## src/rtl/icfm_pkg.sv

```systemverilog
package icfm_pkg;
    localparam int          NUM_IN         = 4;
    localparam int          PER_W          = 16;
    localparam int          MISS_W         = 4;
    localparam int          DIV_W          = 8;
    localparam logic [3:0]  IN_EN_RST      = 4'hF;
    localparam logic [15:0] MAX_PER_RST    = 16'h0100;
    localparam logic [15:0] MIN_PER_RST    = 16'h0002;
    localparam logic [3:0]  MISS_LIM_RST   = 4'h2;
    localparam logic [15:0] OFS_TOL_RST    = 16'h0004;
    localparam logic [7:0]  OUT_DIV_RST    = 8'h02;
    localparam int          PPM_TOL        = 20;

    typedef struct packed {
        logic [PER_W-1:0]  max_period;
        logic [PER_W-1:0]  min_period;
        logic [MISS_W-1:0] miss_limit;
    } icfm_los_cfg_t;

    typedef struct packed {
        logic [NUM_IN-1:0] signal_lost;
        logic [NUM_IN-1:0] freq_offset_fault;
        logic              reference_signal_lost;
        logic              lock_lost;
    } icfm_status_t;

    typedef enum logic [1:0] {
        SW_RUN  = 2'b00,
        SW_HOLD = 2'b01,
        SW_WAIT = 2'b11
    } icfm_sw_state_t;
endpackage : icfm_pkg

```

## src/rtl/icfm_top.sv

```systemverilog
module icfm_top #(
    parameter int NUM_IN = icfm_pkg::NUM_IN,
    parameter int PER_W  = icfm_pkg::PER_W
) (
    input  wire logic                        ref_clk_i,
    input  wire logic                        rst_n_i,
    input  wire logic [NUM_IN-1:0]           clk_in_i,
    input  wire logic                        reference_crystal_input_i,
    input  wire logic [NUM_IN-1:0]           in_en_wr_i,
    input  wire logic [NUM_IN-1:0]           in_en_val_i,
    input  wire logic [NUM_IN-1:0]           los_mon_en_i,
    input  wire icfm_pkg::icfm_los_cfg_t     los_cfg_i [NUM_IN],
    input  wire icfm_pkg::icfm_los_cfg_t     ref_los_cfg_i,
    input  wire logic [PER_W-1:0]            ofs_tol_i,
    input  wire logic [1:0]                  sel_i,
    input  wire logic                        fastlock_en_i,
    input  wire logic                        lol_on_switch_i,
    input  wire logic                        ref_los_out_dis_i,
    input  wire logic [NUM_IN-1:0]           sticky_clr_i,
    input  wire logic                        ref_sticky_clr_i,
    output logic [NUM_IN-1:0]                in_en_o,
    output icfm_pkg::icfm_status_t           status_o,
    output logic [NUM_IN-1:0]                signal_lost_sticky_o,
    output logic                             reference_signal_lost_sticky_o,
    output logic [1:0]                       active_sel_o,
    output logic                             fast_acq_o,
    output logic                             out_clk_en_o,
    output logic                             out_clk_o
);
    localparam int N = NUM_IN + 1;

    // config structs and enable resets are sized by the package
    if (NUM_IN != icfm_pkg::NUM_IN || PER_W != icfm_pkg::PER_W) begin : g_bad_param
        $error("icfm_top: NUM_IN and PER_W must match the package");
    end

    // two-flop sync of all clock pins
    logic [N-1:0]       s1_ff, s2_ff, s3_ff;
    logic [N-1:0]       raw_pins;
    assign raw_pins = {reference_crystal_input_i, clk_in_i};

    always_ff @(posedge ref_clk_i or negedge rst_n_i) begin
        if (!rst_n_i) begin
            s1_ff <= '0;
            s2_ff <= '0;
            s3_ff <= '0;
        end else begin
            s1_ff <= raw_pins;
            s2_ff <= s1_ff;
            s3_ff <= s2_ff;
        end
    end

    logic [N-1:0] rise;
    assign rise = s2_ff & ~s3_ff;

    // input buffer enables
    logic [NUM_IN-1:0] in_en_ff;
    always_ff @(posedge ref_clk_i or negedge rst_n_i) begin
        if (!rst_n_i) begin
            in_en_ff <= icfm_pkg::IN_EN_RST;
        end else begin
            for (int i = 0; i < NUM_IN; i++) begin
                if (in_en_wr_i[i]) in_en_ff[i] <= in_en_val_i[i];
            end
        end
    end
    assign in_en_o = in_en_ff;

    // per-monitor configuration, reference last
    icfm_pkg::icfm_los_cfg_t cfg [N];
    logic [N-1:0]            mon_act;
    always_comb begin
        for (int i = 0; i < NUM_IN; i++) begin
            cfg[i]     = los_cfg_i[i];
            mon_act[i] = in_en_ff[i] & los_mon_en_i[i];
        end
        cfg[NUM_IN]     = ref_los_cfg_i;
        mon_act[NUM_IN] = 1'b1;
    end

    // period measurement and loss detection
    logic [PER_W-1:0]          per_cnt_ff   [N];
    logic [PER_W-1:0]          last_per_ff  [N];
    logic [icfm_pkg::MISS_W-1:0] miss_cnt_ff [N];
    logic [N-1:0]              live_ff;

    function automatic logic [PER_W-1:0] sat_inc(input logic [PER_W-1:0] v);
        sat_inc = (&v) ? v : PER_W'(v + 1'b1);
    endfunction : sat_inc

    always_ff @(posedge ref_clk_i or negedge rst_n_i) begin
        if (!rst_n_i) begin
            for (int i = 0; i < N; i++) begin
                per_cnt_ff[i]  <= '0;
                last_per_ff[i] <= '0;
                miss_cnt_ff[i] <= '0;
            end
            live_ff <= '0;
        end else begin
            for (int i = 0; i < N; i++) begin
                if (!mon_act[i]) begin
                    per_cnt_ff[i]  <= '0;
                    miss_cnt_ff[i] <= '0;
                    live_ff[i]     <= 1'b0;
                end else if (rise[i]) begin
                    per_cnt_ff[i]  <= '0;
                    last_per_ff[i] <= per_cnt_ff[i];
                    if (per_cnt_ff[i] < cfg[i].min_period) begin
                        if (miss_cnt_ff[i] >= cfg[i].miss_limit)
                            live_ff[i] <= 1'b1;
                        else
                            miss_cnt_ff[i] <= miss_cnt_ff[i] + 1'b1;
                    end else begin
                        miss_cnt_ff[i] <= '0;
                        live_ff[i]     <= 1'b0;
                    end
                end else if (per_cnt_ff[i] >= cfg[i].max_period) begin
                    // restart so a stalled input keeps counting misses
                    per_cnt_ff[i] <= '0;
                    if (miss_cnt_ff[i] >= cfg[i].miss_limit)
                        live_ff[i] <= 1'b1;
                    else
                        miss_cnt_ff[i] <= miss_cnt_ff[i] + 1'b1;
                end else begin
                    per_cnt_ff[i] <= sat_inc(per_cnt_ff[i]);
                end
            end
        end
    end

    // sticky flags, set wins over clear
    logic [N-1:0] sticky_ff;
    logic [N-1:0] clr;
    assign clr = {ref_sticky_clr_i, sticky_clr_i};
    always_ff @(posedge ref_clk_i or negedge rst_n_i) begin
        if (!rst_n_i) begin
            sticky_ff <= '0;
        end else begin
            sticky_ff <= (sticky_ff & ~clr) | live_ff;
        end
    end
    assign signal_lost_sticky_o           = sticky_ff[NUM_IN-1:0];
    assign reference_signal_lost_sticky_o = sticky_ff[NUM_IN];

    // frequency offset vs reference period
    logic [NUM_IN-1:0] oof_ff;
    function automatic logic [PER_W-1:0] absdiff(input logic [PER_W-1:0] a,
                                                 input logic [PER_W-1:0] b);
        absdiff = (a > b) ? PER_W'(a - b) : PER_W'(b - a);
    endfunction : absdiff

    always_ff @(posedge ref_clk_i or negedge rst_n_i) begin
        if (!rst_n_i) begin
            oof_ff <= '0;
        end else begin
            for (int i = 0; i < NUM_IN; i++) begin
                if (!mon_act[i])
                    oof_ff[i] <= 1'b0;
                else if (rise[i])
                    oof_ff[i] <= absdiff(last_per_ff[i],
                                         last_per_ff[NUM_IN]) > ofs_tol_i;
            end
        end
    end

    // input switch sequencing
    icfm_pkg::icfm_sw_state_t sw_ff;
    logic [1:0]               sel_ff;
    logic                     fast_ff;
    logic                     lol_ff;
    logic                     out_ff;
    logic [PER_W-1:0]         half_ff;
    logic                     sel_ok;
    assign sel_ok = ~live_ff[sel_ff] & ~oof_ff[sel_ff];

    always_ff @(posedge ref_clk_i or negedge rst_n_i) begin
        if (!rst_n_i) begin
            sw_ff   <= icfm_pkg::SW_RUN;
            sel_ff  <= '0;
            fast_ff <= 1'b0;
        end else begin
            unique case (sw_ff)
                icfm_pkg::SW_RUN: begin
                    if (sel_i != sel_ff && !live_ff[sel_i])
                        sw_ff <= icfm_pkg::SW_HOLD;
                end
                icfm_pkg::SW_HOLD: begin
                    if (!out_ff) begin
                        sel_ff  <= sel_i;
                        fast_ff <= fastlock_en_i;
                        sw_ff   <= icfm_pkg::SW_WAIT;
                    end
                end
                icfm_pkg::SW_WAIT: begin
                    if (rise[sel_ff] && sel_ok) begin
                        fast_ff <= 1'b0;
                        sw_ff   <= icfm_pkg::SW_RUN;
                    end
                end
                default: sw_ff <= icfm_pkg::SW_RUN;
            endcase
        end
    end

    // lock-lost indicator
    always_ff @(posedge ref_clk_i or negedge rst_n_i) begin
        if (!rst_n_i) begin
            lol_ff <= 1'b1;
        end else begin
            lol_ff <= live_ff[sel_ff] | oof_ff[sel_ff] | live_ff[NUM_IN]
                    | (lol_on_switch_i && sw_ff == icfm_pkg::SW_WAIT);
        end
    end

    // output clock: whole half periods only, held low while switching
    logic out_dis;
    assign out_dis = (live_ff[NUM_IN] & ~ref_los_out_dis_i)
                   | (sw_ff != icfm_pkg::SW_RUN);
    // no rising edge until a usable half period is known
    logic [PER_W-1:0] half_per;
    assign half_per = last_per_ff[sel_ff] >> 1;
    always_ff @(posedge ref_clk_i or negedge rst_n_i) begin
        if (!rst_n_i) begin
            out_ff  <= 1'b0;
            half_ff <= '0;
        end else begin
            if (rise[sel_ff]) begin
                half_ff <= half_per;
            end
            if (half_ff == '0 || (out_dis && !out_ff)) begin
                half_ff <= half_per;
                if (out_dis || (!out_ff && half_per == '0))
                    out_ff <= 1'b0;
                else
                    out_ff <= ~out_ff;
            end else if (!rise[sel_ff]) begin
                half_ff <= half_ff - 1'b1;
            end
        end
    end

    logic out_en_ff;
    always_ff @(posedge ref_clk_i or negedge rst_n_i) begin
        if (!rst_n_i) out_en_ff <= 1'b0;
        else          out_en_ff <= ~out_dis;
    end

    assign status_o.signal_lost           = live_ff[NUM_IN-1:0];
    assign status_o.freq_offset_fault     = oof_ff;
    assign status_o.reference_signal_lost = live_ff[NUM_IN];
    assign status_o.lock_lost             = lol_ff;
    assign active_sel_o                   = sel_ff;
    assign fast_acq_o                     = fast_ff;
    assign out_clk_en_o                   = out_en_ff;
    assign out_clk_o                      = out_ff;
endmodule : icfm_top

```

## config.mk

```make
export PLATFORM = sky130hd
export DESIGN_NAME = icfm_top
export DESIGN_NICKNAME = d
export VERILOG_FILES = /design/src/rtl/icfm_pkg.sv /design/src/rtl/icfm_top.sv
export SDC_FILE = /design/constraint.sdc
export NUM_CORES = 1
export LEC_CHECK = 0
export BUFFER_PORTS_ARGS = -buffer_cell sky130_fd_sc_hd__buf_2
export CAP_MARGIN = 0
export CORE_ASPECT_RATIO = 0.6
export CORE_MARGIN = 10
export CORE_UTILIZATION = 64
export DETAILED_ROUTE_END_ITERATION = 6
export GPL_TIMING_DRIVEN = 0
export PLACE_DENSITY = 0.86
export REMOVE_ABC_BUFFERS = 1
export SYNTH_ARGS = -nofsm -noshare
export SYNTH_HDL_FRONTEND = slang
export SYNTH_SLANG_ARGS = --single-unit
```

## constraint.sdc

```tcl
create_clock -name ref_clk_i -period 7.4 [get_ports ref_clk_i]
set_input_delay 1.11 -clock ref_clk_i [delete_from_list [all_inputs] [get_ports ref_clk_i]]
set_output_delay 1.11 -clock ref_clk_i [all_outputs]
set_load 0.05 [all_outputs]
```

==> flow_metrics.py, run 1 <==
metrics = {
    "run_status": {
        "status": "finished, final reports clean",
    },
    "global_route": {
        "grt_pass1_wl_mm": 112,
        "grt_pass1_vias": 19800,
        "grt_max_degree": 122,
        "antenna_found_initial": 1,
        "grt_usage_pct": 33.0,
        "grt_remaining_overflow": 0,
    },
    "place": {
        "portBuffers": 248,
        "gp_congestion": 1.05,
        "place_ws_ns": 1.41,
        "post-dp-hpwl_mm": 56.8,
        "place_inst": 3149,
    },
    "power": {
        "p_int_w": 0.00371,
        "p_sw_w": 0.00278,
        "irDropWorstVdd_v": 0.000203,
        "power.density_nw_per_um2": 265,
        "switching_share_pct": 42.8,
        "clkPwrFrac_pct": 21.4,
        "pwr-share-seq_pct": 23.9,
        "power_frac_comb_pct": 54.7,
        "cellLeakagePower_nw": 13.0,
    },
    "yosys": {
        "syn_inst": 2509,
        "synth-edff-count": 0,
        "synth_top_area_cell": "dfrtp_1",
        "synth-seq-area-share_pct": 27.0,
        "synth_flop_cell": "dfrtp_1",
        "synth_cell_type_count": 87,
        "synthTopCellsByArea": "dfrtp_1 (26%), ha_1 (21%), inv_1 (5.5%)",
        "synthXorXnorAreaFrac_pct": 5.41,
        "avgSynthCellArea_sq_um": 8.77,
        "synth_top_family_by_area": "adder cells",
        "yosys.area_share.simple_pct": 14.5,
        "synthMuxAreaShare_pct": 7.34,
        "synthAdderAreaFrac_pct": 22.0,
        "async_flop_share_pct": 100,
        "syn_area_sq_um": 22000,
        "synth_top_area_share_pct": 26.4,
        "synth_compound_gate_area_share_pct": 16.7,
        "ys_ff_latch": 237,
        "ys.warnings.count": 0,
    },
    "clock_tree": {
        "cts_tree": "built",
        "cts_max_level": 1,
        "cts_resized": 0,
        "cts_made_buffers": 23,
        "cts_root_buf": "clkbuf_16",
        "hold_buffers": 0,
        "clk_latency_ns": 0.57,
        "cts_buffer_depth": 3,
        "path_clk_slew_ns": 0.08,
        "cts_sinks": 237,
        "cts_setup_buffers": 0,
    },
    "floorplanning": {
        "initial_utilization_pct": 65.1,
        "io_pins": 249,
        "die-width_um": 259,
        "die_h_um": 164,
        "dieArea_sq_um": 42500,
        "core_area_sq_um": 33800,
        "rows": 52,
    },
    "sta": {
        "slew_viol_final": 0,
        "fin_crit_ns": 6.36,
        "tightest_slew_ns": 1.37,
        "rsz0062_at_grt": "false",
        "hold_ws_ns": 0.337,
        "setup_ws_ns": 1.04,
        "min_period_over_period_pct": 86.0,
        "hold_viol": 0,
        "finalSetupViolCount": 0,
        "fin_tns_setup_ns": 0,
        "skew_ns": 0.0177,
        "max_freq_mhz": 157,
        "slew_headroom_pct": 8.49,
    },
    "worst_setup_path": {
        "worstPathArrival_ns": 6.79,
        "required_ns": 7.83,
        "start_kind": "register",
        "worstPathMaxFanout": 25,
        "crit_slowest_cell": "a21oi_2",
        "r2r-start": "last_per_ff[1]$_DFFE_PN0P_",
        "worstPathCellList": "inv_1 -> fa_1 -> nand2_1 -> a21oi_1 -> o2111ai_1 -> a21oi_2 -> mux2_4 -> o21ai_1 -> a22o_1 -> a221oi_2 -> xnor2_1 -> ha_1 -> a21oi_1 -> o21ai_0 -> a21o_1 -> a21oi_1 -> o21ai_0 -> nand2_1 -> o21ai_0",
        "worstSetupPathType": "register to register",
        "cp-end-kind": "register",
        "startpoint": "last_per_ff[1]$_DFFE_PN0P_",
        "max_stage_delay_ns": 1.13,
    },
    "hold_path": {
        "holdCritPathClass": "input port to asynchronous set/reset pin",
    },
    "route": {
        "drt_wl_total_mm": 72.0,
        "post-route-drc-count": 0,
        "drtPass1Iterations": 6,
        "vias": 20100,
        "avgViaCountPerCell": 6.31,
        "drtIter0Drc": 2206,
        "drt.antenna.violating_nets": 0,
        "routedWlPerCell_um": 22.5,
    },
    "layout": {
        "nets": 3323,
        "fin_cells": 3193,
        "final_common_cell": "ha_1",
        "fill_cells": 2543,
        "final_cell_mix": "ha_1 (374), inv_1 (323), buf_2 (248)",
        "post_route_cells_drive_above_1_share_pct": 15.7,
        "area_delta_synth_final_pct": 11.2,
    },
    "flow_run": {
        "maxCapViolCount": 0,
    },
}
[kinds of logic after synthesis]
logic type,Yosys count
xor gates and xnor gates,136
DFF,237
buffers and inverters,394
muxes,128
AOI/OAI and AO/OA,592
adders and majority gates,382
and+or+nand+nor,640
[path summary, 6_finish.rpt]
kind | to | slack [ns] | depth (start not counted)
max reg2reg | oof_ff[2]$_DFFE_PN0P_ | 1.04 | 19
min | per_cnt_ff[14]$_DFFE_PN0P_ | 0.34 | 1
max in group asynchronous | miss_cnt_ff[5]$_DFFE_PN0P_ | 6.20 | 2
min in group ref_clk_i | s2_ff[0]$_DFF_PN0_ | 0.35 | 0
min reg2reg | s2_ff[0]$_DFF_PN0_ | 0.35 | 0
max | oof_ff[2]$_DFFE_PN0P_ | 1.04 | 19
[per-stage QoR]
step           power, W  instance area [sq um]  utilization (%)
2_1_floorplan   0.00403                  21700                -
3_3_place_gp    0.00481                  23500             69.4
3_5_place_dp    0.00498                  23600             69.7
4_1_cts         0.00638                  24500             72.3
5_1_grt         0.00688                  24500             72.3
6_report        0.00649                  24500             72.3
[critical path: cells and delay by family (launching register included)]
family | cells | cell delay [ns]
adders and majority gates | 2 | 0.61
DFF | 1 | 0.68
xor gates and xnor gates | 1 | 0.26
buffers and inverters | 1 | 0.61
muxes | 1 | 0.39
and+or+nand+nor | 2 | 0.24
AOI/OAI and AO/OA | 12 | 3.43
[power groups by stage]
stage	Clock (W)	Combinational (W)	Sequential, W
finish	0.00139	0.00355	0.00155
global route	0.00144	0.00388	0.00156
CTS	0.00139	0.00344	0.00154
detailed placement	0	0.00341	0.00157
global placement	0	0.00326	0.00156
floorplan	0	0.00247	0.00156
[synth_stat cells, types with 5 or more instances]
library cell / number
buf_2: 27
fa_1: 8
o41ai_1: 5
inv_1: 323
nand4_1: 60
or3_1: 17
a221oi_1: 6
and3_1: 22
a211oi_1: 25
and2_1: 13
a21o_1: 86
nor2_1: 175
buf_4: 5
nor2b_1: 31
mux2i_1: 25
clkbuf_1: 33
nand3_1: 70
nand2_1: 133
xnor2_1: 61
o21a_1: 17
nor4_1: 16
a21oi_1: 184
o211ai_1: 16
mux4_2: 17
ha_1: 374
nor3_1: 37
dfstp_2: 5
mux2_2: 83
a2111oi_0: 8
dfrtp_1: 232
and4_1: 7
a31oi_1: 18
xor2_1: 75
nand2b_1: 31
o21bai_1: 14
o21ai_0: 153
[registers in the layout, summed over array words and instances, names as in the netlist]
| name | count |
|---|---|
| oof_ff | 4 |
| s3_ff | 5 |
| in_en_o | 4 |
| miss_cnt_ff | 20 |
| last_per_ff | 80 |
| fast_acq_o | 1 |
| per_cnt_ff | 80 |
| s1_ff | 5 |
| lol_ff | 1 |
| active_sel_o | 2 |
| live_ff | 5 |
| out_clk_o | 1 |
| half_ff | 16 |
| sticky_ff | 5 |
| s2_ff | 5 |
| sw_ff | 2 |
| out_clk_en_o | 1 |
[cell type report]
| class | instances | area (sq um) | area share, % |
|---|---|---|---|
| Timing Repair Buffer | 253 | 1340 | 5.47 |
| Multi-Input combinational cell | 1878 | 14500 | 59.4 |
| Clock inverter | 15 | 250 | 1.02 |
| Antenna cell | 1 | 2.50 | 0.0102 |
| Tap cell | 459 | 574 | 2.35 |
| Clock buffer | 27 | 621 | 2.54 |
| Sequential cell | 237 | 5940 | 24.3 |
| Inverter | 323 | 1210 | 4.95 |
[routing by layer]
| metal | up-vias | wire [um] | track usage [%] |
|---|---|---|---|
| met1 | 9758 | 30900 | 45.8 |
| met2 | 994 | 30400 | 49.0 |
| li1 | 9240 | - | - |
| met3 | 156 | 8690 | 10.5 |
| met5 | - | 0 | 0 |
| met4 | 0 | 2000 | 8.47 |
No activity file was read; power rests on OpenSTA's default activity.
==> inputs of run 2 (changes only) <==
--- a/config.mk
+++ b/config.mk
@@ -5,6 +5,7 @@
 export SDC_FILE = /design/constraint.sdc
 export NUM_CORES = 1
 export LEC_CHECK = 0
+export ABC_AREA = 1
 export BUFFER_PORTS_ARGS = -buffer_cell sky130_fd_sc_hd__buf_2
 export CAP_MARGIN = 0
 export CORE_ASPECT_RATIO = 0.6
@@ -12,7 +13,7 @@
 export CORE_UTILIZATION = 64
 export DETAILED_ROUTE_END_ITERATION = 6
 export GPL_TIMING_DRIVEN = 0
-export PLACE_DENSITY = 0.86
+export PLACE_DENSITY = 0.85
 export REMOVE_ABC_BUFFERS = 1
 export SYNTH_ARGS = -nofsm -noshare
 export SYNTH_HDL_FRONTEND = slang
==> run 2 against run 1 <==
Sequential share of layout area decreased by 2.5 points. Non-clock buffer count fell by 2. Critical endpoint is now oof_ff[1]$_DFFE_PN0P_. Largest cell class unchanged. Critical path depth increased by 1. Core utilization fell by 0.50 points. Fmax is 30% higher. Hold slack gained 0.012 ns. Register-to-register slack gained 1.5 ns. Critical path type unchanged. Sequential power up 6%. Setup slack better by 1.5 ns.
==> flow_metrics.py, run 2 <==
metrics = {
    "clock_tree": {
        "cts_sinks": 237,
        "cts_max_level": 1,
        "cts_tree": "built",
        "cts_buffer_depth": 3,
        "cts_resized": 0,
        "hold_buffers": 0,
        "path_clk_slew_ns": 0.08,
        "cts_root_buf": "clkbuf_16",
        "cts_made_buffers": 24,
        "cts_setup_buffers": 0,
        "clk_latency_ns": 0.59,
    },
    "route": {
        "drtIter0Drc": 3054,
        "drt.antenna.violating_nets": 0,
        "drtPass1Iterations": 6,
        "routedWlPerCell_um": 18.0,
        "vias": 25100,
        "post-route-drc-count": 0,
        "drt_wl_total_mm": 80.5,
        "avgViaCountPerCell": 5.60,
    },
    "power": {
        "power.density_nw_per_um2": 242,
        "cellLeakagePower_nw": 15.9,
        "irDropWorstVdd_v": 0.000235,
    },
    "yosys": {
        "avgSynthCellArea_sq_um": 6.66,
        "ys_ff_latch": 237,
        "ys.warnings.count": 0,
        "synth_flop_cell": "dfrtp_1",
        "syn_inst": 3734,
        "synthTopCellsByArea": "dfrtp_1 (23%), ha_1 (19%), nand2_1 (15%)",
        "synth_commonest_cells": "nand2_1 (990), inv_1 (679), ha_1 (374), nor2_1 (299), a21oi_1 (272)",
        "async_flop_share_pct": 100,
        "synth_top_area_cell": "dfrtp_1",
        "syn_area_sq_um": 24900,
        "synth-edff-count": 0,
        "synth-seq-area-share_pct": 23.9,
        "synth.most_common_cell": "nand2_1",
        "synth_cell_type_count": 56,
        "synth_top_area_share_pct": 23.3,
    },
    "worst_setup_path": {
        "required_ns": 7.82,
        "worstPathMaxFanout": 17,
        "worstPathArrival_ns": 5.31,
        "cp-end-kind": "register",
        "worstSetupPathType": "register to register",
        "start_kind": "register",
    },
    "layout": {
        "area_delta_synth_final_pct": 9.86,
        "nets": 4554,
        "final_cell_mix": "nand2_1 (990), inv_1 (679), ha_1 (374)",
        "n_antenna_cell": 0,
        "final_common_cell": "nand2_1",
        "post_route_cells_drive_above_1_share_pct": 9.08,
        "fill_cells": 3327,
        "top_regs": "last_per_ff (80), per_cnt_ff (80), miss_cnt_ff (20)",
    },
    "floorplanning": {
        "initial_utilization_pct": 65.4,
        "core_area_sq_um": 38100,
        "rows": 55,
        "die-width_um": 275,
        "dieArea_sq_um": 47400,
        "die_h_um": 173,
        "io_pins": 249,
    },
    "sta": {
        "finalSetupViolCount": 0,
        "min_period_over_period_pct": 66.1,
        "fin_tns_setup_ns": 0,
        "max_freq_mhz": 205,
        "hold_viol": 0,
        "fin_crit_ns": 4.89,
        "slew_headroom_pct": 10.1,
        "slew_viol_final": 0,
        "skew_ns": 0.0216,
        "setup_ws_ns": 2.51,
        "tightest_slew_ns": 1.34,
        "rsz0062_at_grt": "false",
    },
    "place": {
        "post-dp-hpwl_mm": 63.7,
        "place_ws_ns": 2.67,
        "portBuffers": 248,
        "gp_congestion": 1.03,
    },
    "global_route": {
        "antenna_found_initial": 0,
        "grt_pass1_vias": 23200,
        "grt_max_degree": 122,
        "grt_remaining_overflow": 0,
        "grt_pass1_wl_mm": 126,
        "grt_usage_pct": 32.9,
    },
    "flow_run": {
        "maxCapViolCount": 0,
    },
    "hold_path": {
        "holdCritPathClass": "register to register",
    },
    "run_status": {
        "status": "finished, final reports clean",
    },
}
[run 2: final timing paths]
path,cells after the start,slack [ns],from,endpoint
max in group asynchronous,3,5.74,rst_n_i,per_cnt_ff[5]$_DFFE_PN0P_
min in group asynchronous,2,0.59,rst_n_i,miss_cnt_ff[19]$_DFFE_PN0P_
setup reg to reg,20,2.51,last_per_ff[1]$_DFFE_PN0P_,oof_ff[1]$_DFFE_PN0P_
hold reg to reg,0,0.35,s1_ff[1]$_DFF_PN0_,s2_ff[1]$_DFF_PN0_
setup / recovery,20,2.51,last_per_ff[1]$_DFFE_PN0P_,oof_ff[1]$_DFFE_PN0P_
hold / removal,0,0.35,s1_ff[1]$_DFF_PN0_,s2_ff[1]$_DFF_PN0_
[run 2: cell type report]
class / count / area, sq um / share of cell area [%]
Inverter: 689 / 2590 / 9.48
Clock inverter: 9 / 151 / 0.554
Sequential cell: 237 / 5940 / 21.7
Tap cell: 513 / 642 / 2.35
Multi-Input combinational cell: 2744 / 16000 / 58.6
Timing Repair Buffer: 251 / 1330 / 4.85
Clock buffer: 33 / 674 / 2.47
[run 2: cells by family (layout without fill, tap and decap cells)]
group                      after synthesis  after routing  synth area share [%]
adders and majority gates              382            382                  19.5
AOI/OAI and AO/OA                      591            591                  12.8
and+or+nand+nor                       1652           1652                  27.8
buffers and inverters                  753            982                  11.8
xor gates and xnor gates               114            114                  4.01
muxes                                    5              5                 0.226
DFF                                    237            237                  23.9
[run 2: critical path: stages, from the launching register on]
cell and delay, ns:
dfrtp_1 0.81, inv_1 0.52, fa_1 0.60, nand3_1 0.10
nand2_1 0.14, nand2_1 0.11, o211ai_2 0.11, nand2_1 0.08
nand2_1 0.05, nand2_2 0.28, inv_2 0.21, nand2_1 0.11
nand2_1 0.05, inv_1 0.05, ha_1 0.23, a21oi_1 0.14
o21ai_0 0.09, nand2_1 0.06, o211ai_1 0.10, o21ai_0 0.75
nand2_1 0.10
[run 2: routing by layer]
metal / vias up / routed length (um) / GRT usage (%)
met5: - / 0 / 0
met4: 0 / 1920 / 7.19
met3: 137 / 11400 / 10.9
met2: 1342 / 30700 / 43.9
met1: 11300 / 36500 / 49.5
li1: 12300 / - / -
[run 2: metrics by stage]
| step | total power [W] | area, sq um | hold WS (ns) | utilization (%) | cells |
|---|---|---|---|---|---|
| detailed placement | 0.00513 | 26500 | 0.337 | 69.6 | 4434 |
| global placement | 0.00502 | 26400 | 0.332 | 69.4 | 4431 |
| CTS | 0.00647 | 27300 | 0.352 | 71.8 | 4476 |
| floorplan | 0.00416 | 24500 | 0.331 | - | 3670 |
| finish | 0.00660 | 27300 | 0.350 | 71.8 | 4476 |
| global route | 0.00712 | 27300 | 0.359 | 71.8 | 4476 |
[run 2: report_power, final]
part           switching (W)  total (W)  internal [W]  leakage, nW
clock network       0.000591    0.00134      0.000748        0.401
logic                0.00236    0.00361       0.00125         12.4
registers           0.000223    0.00165       0.00143         3.13
total                0.00318    0.00660       0.00343         15.9
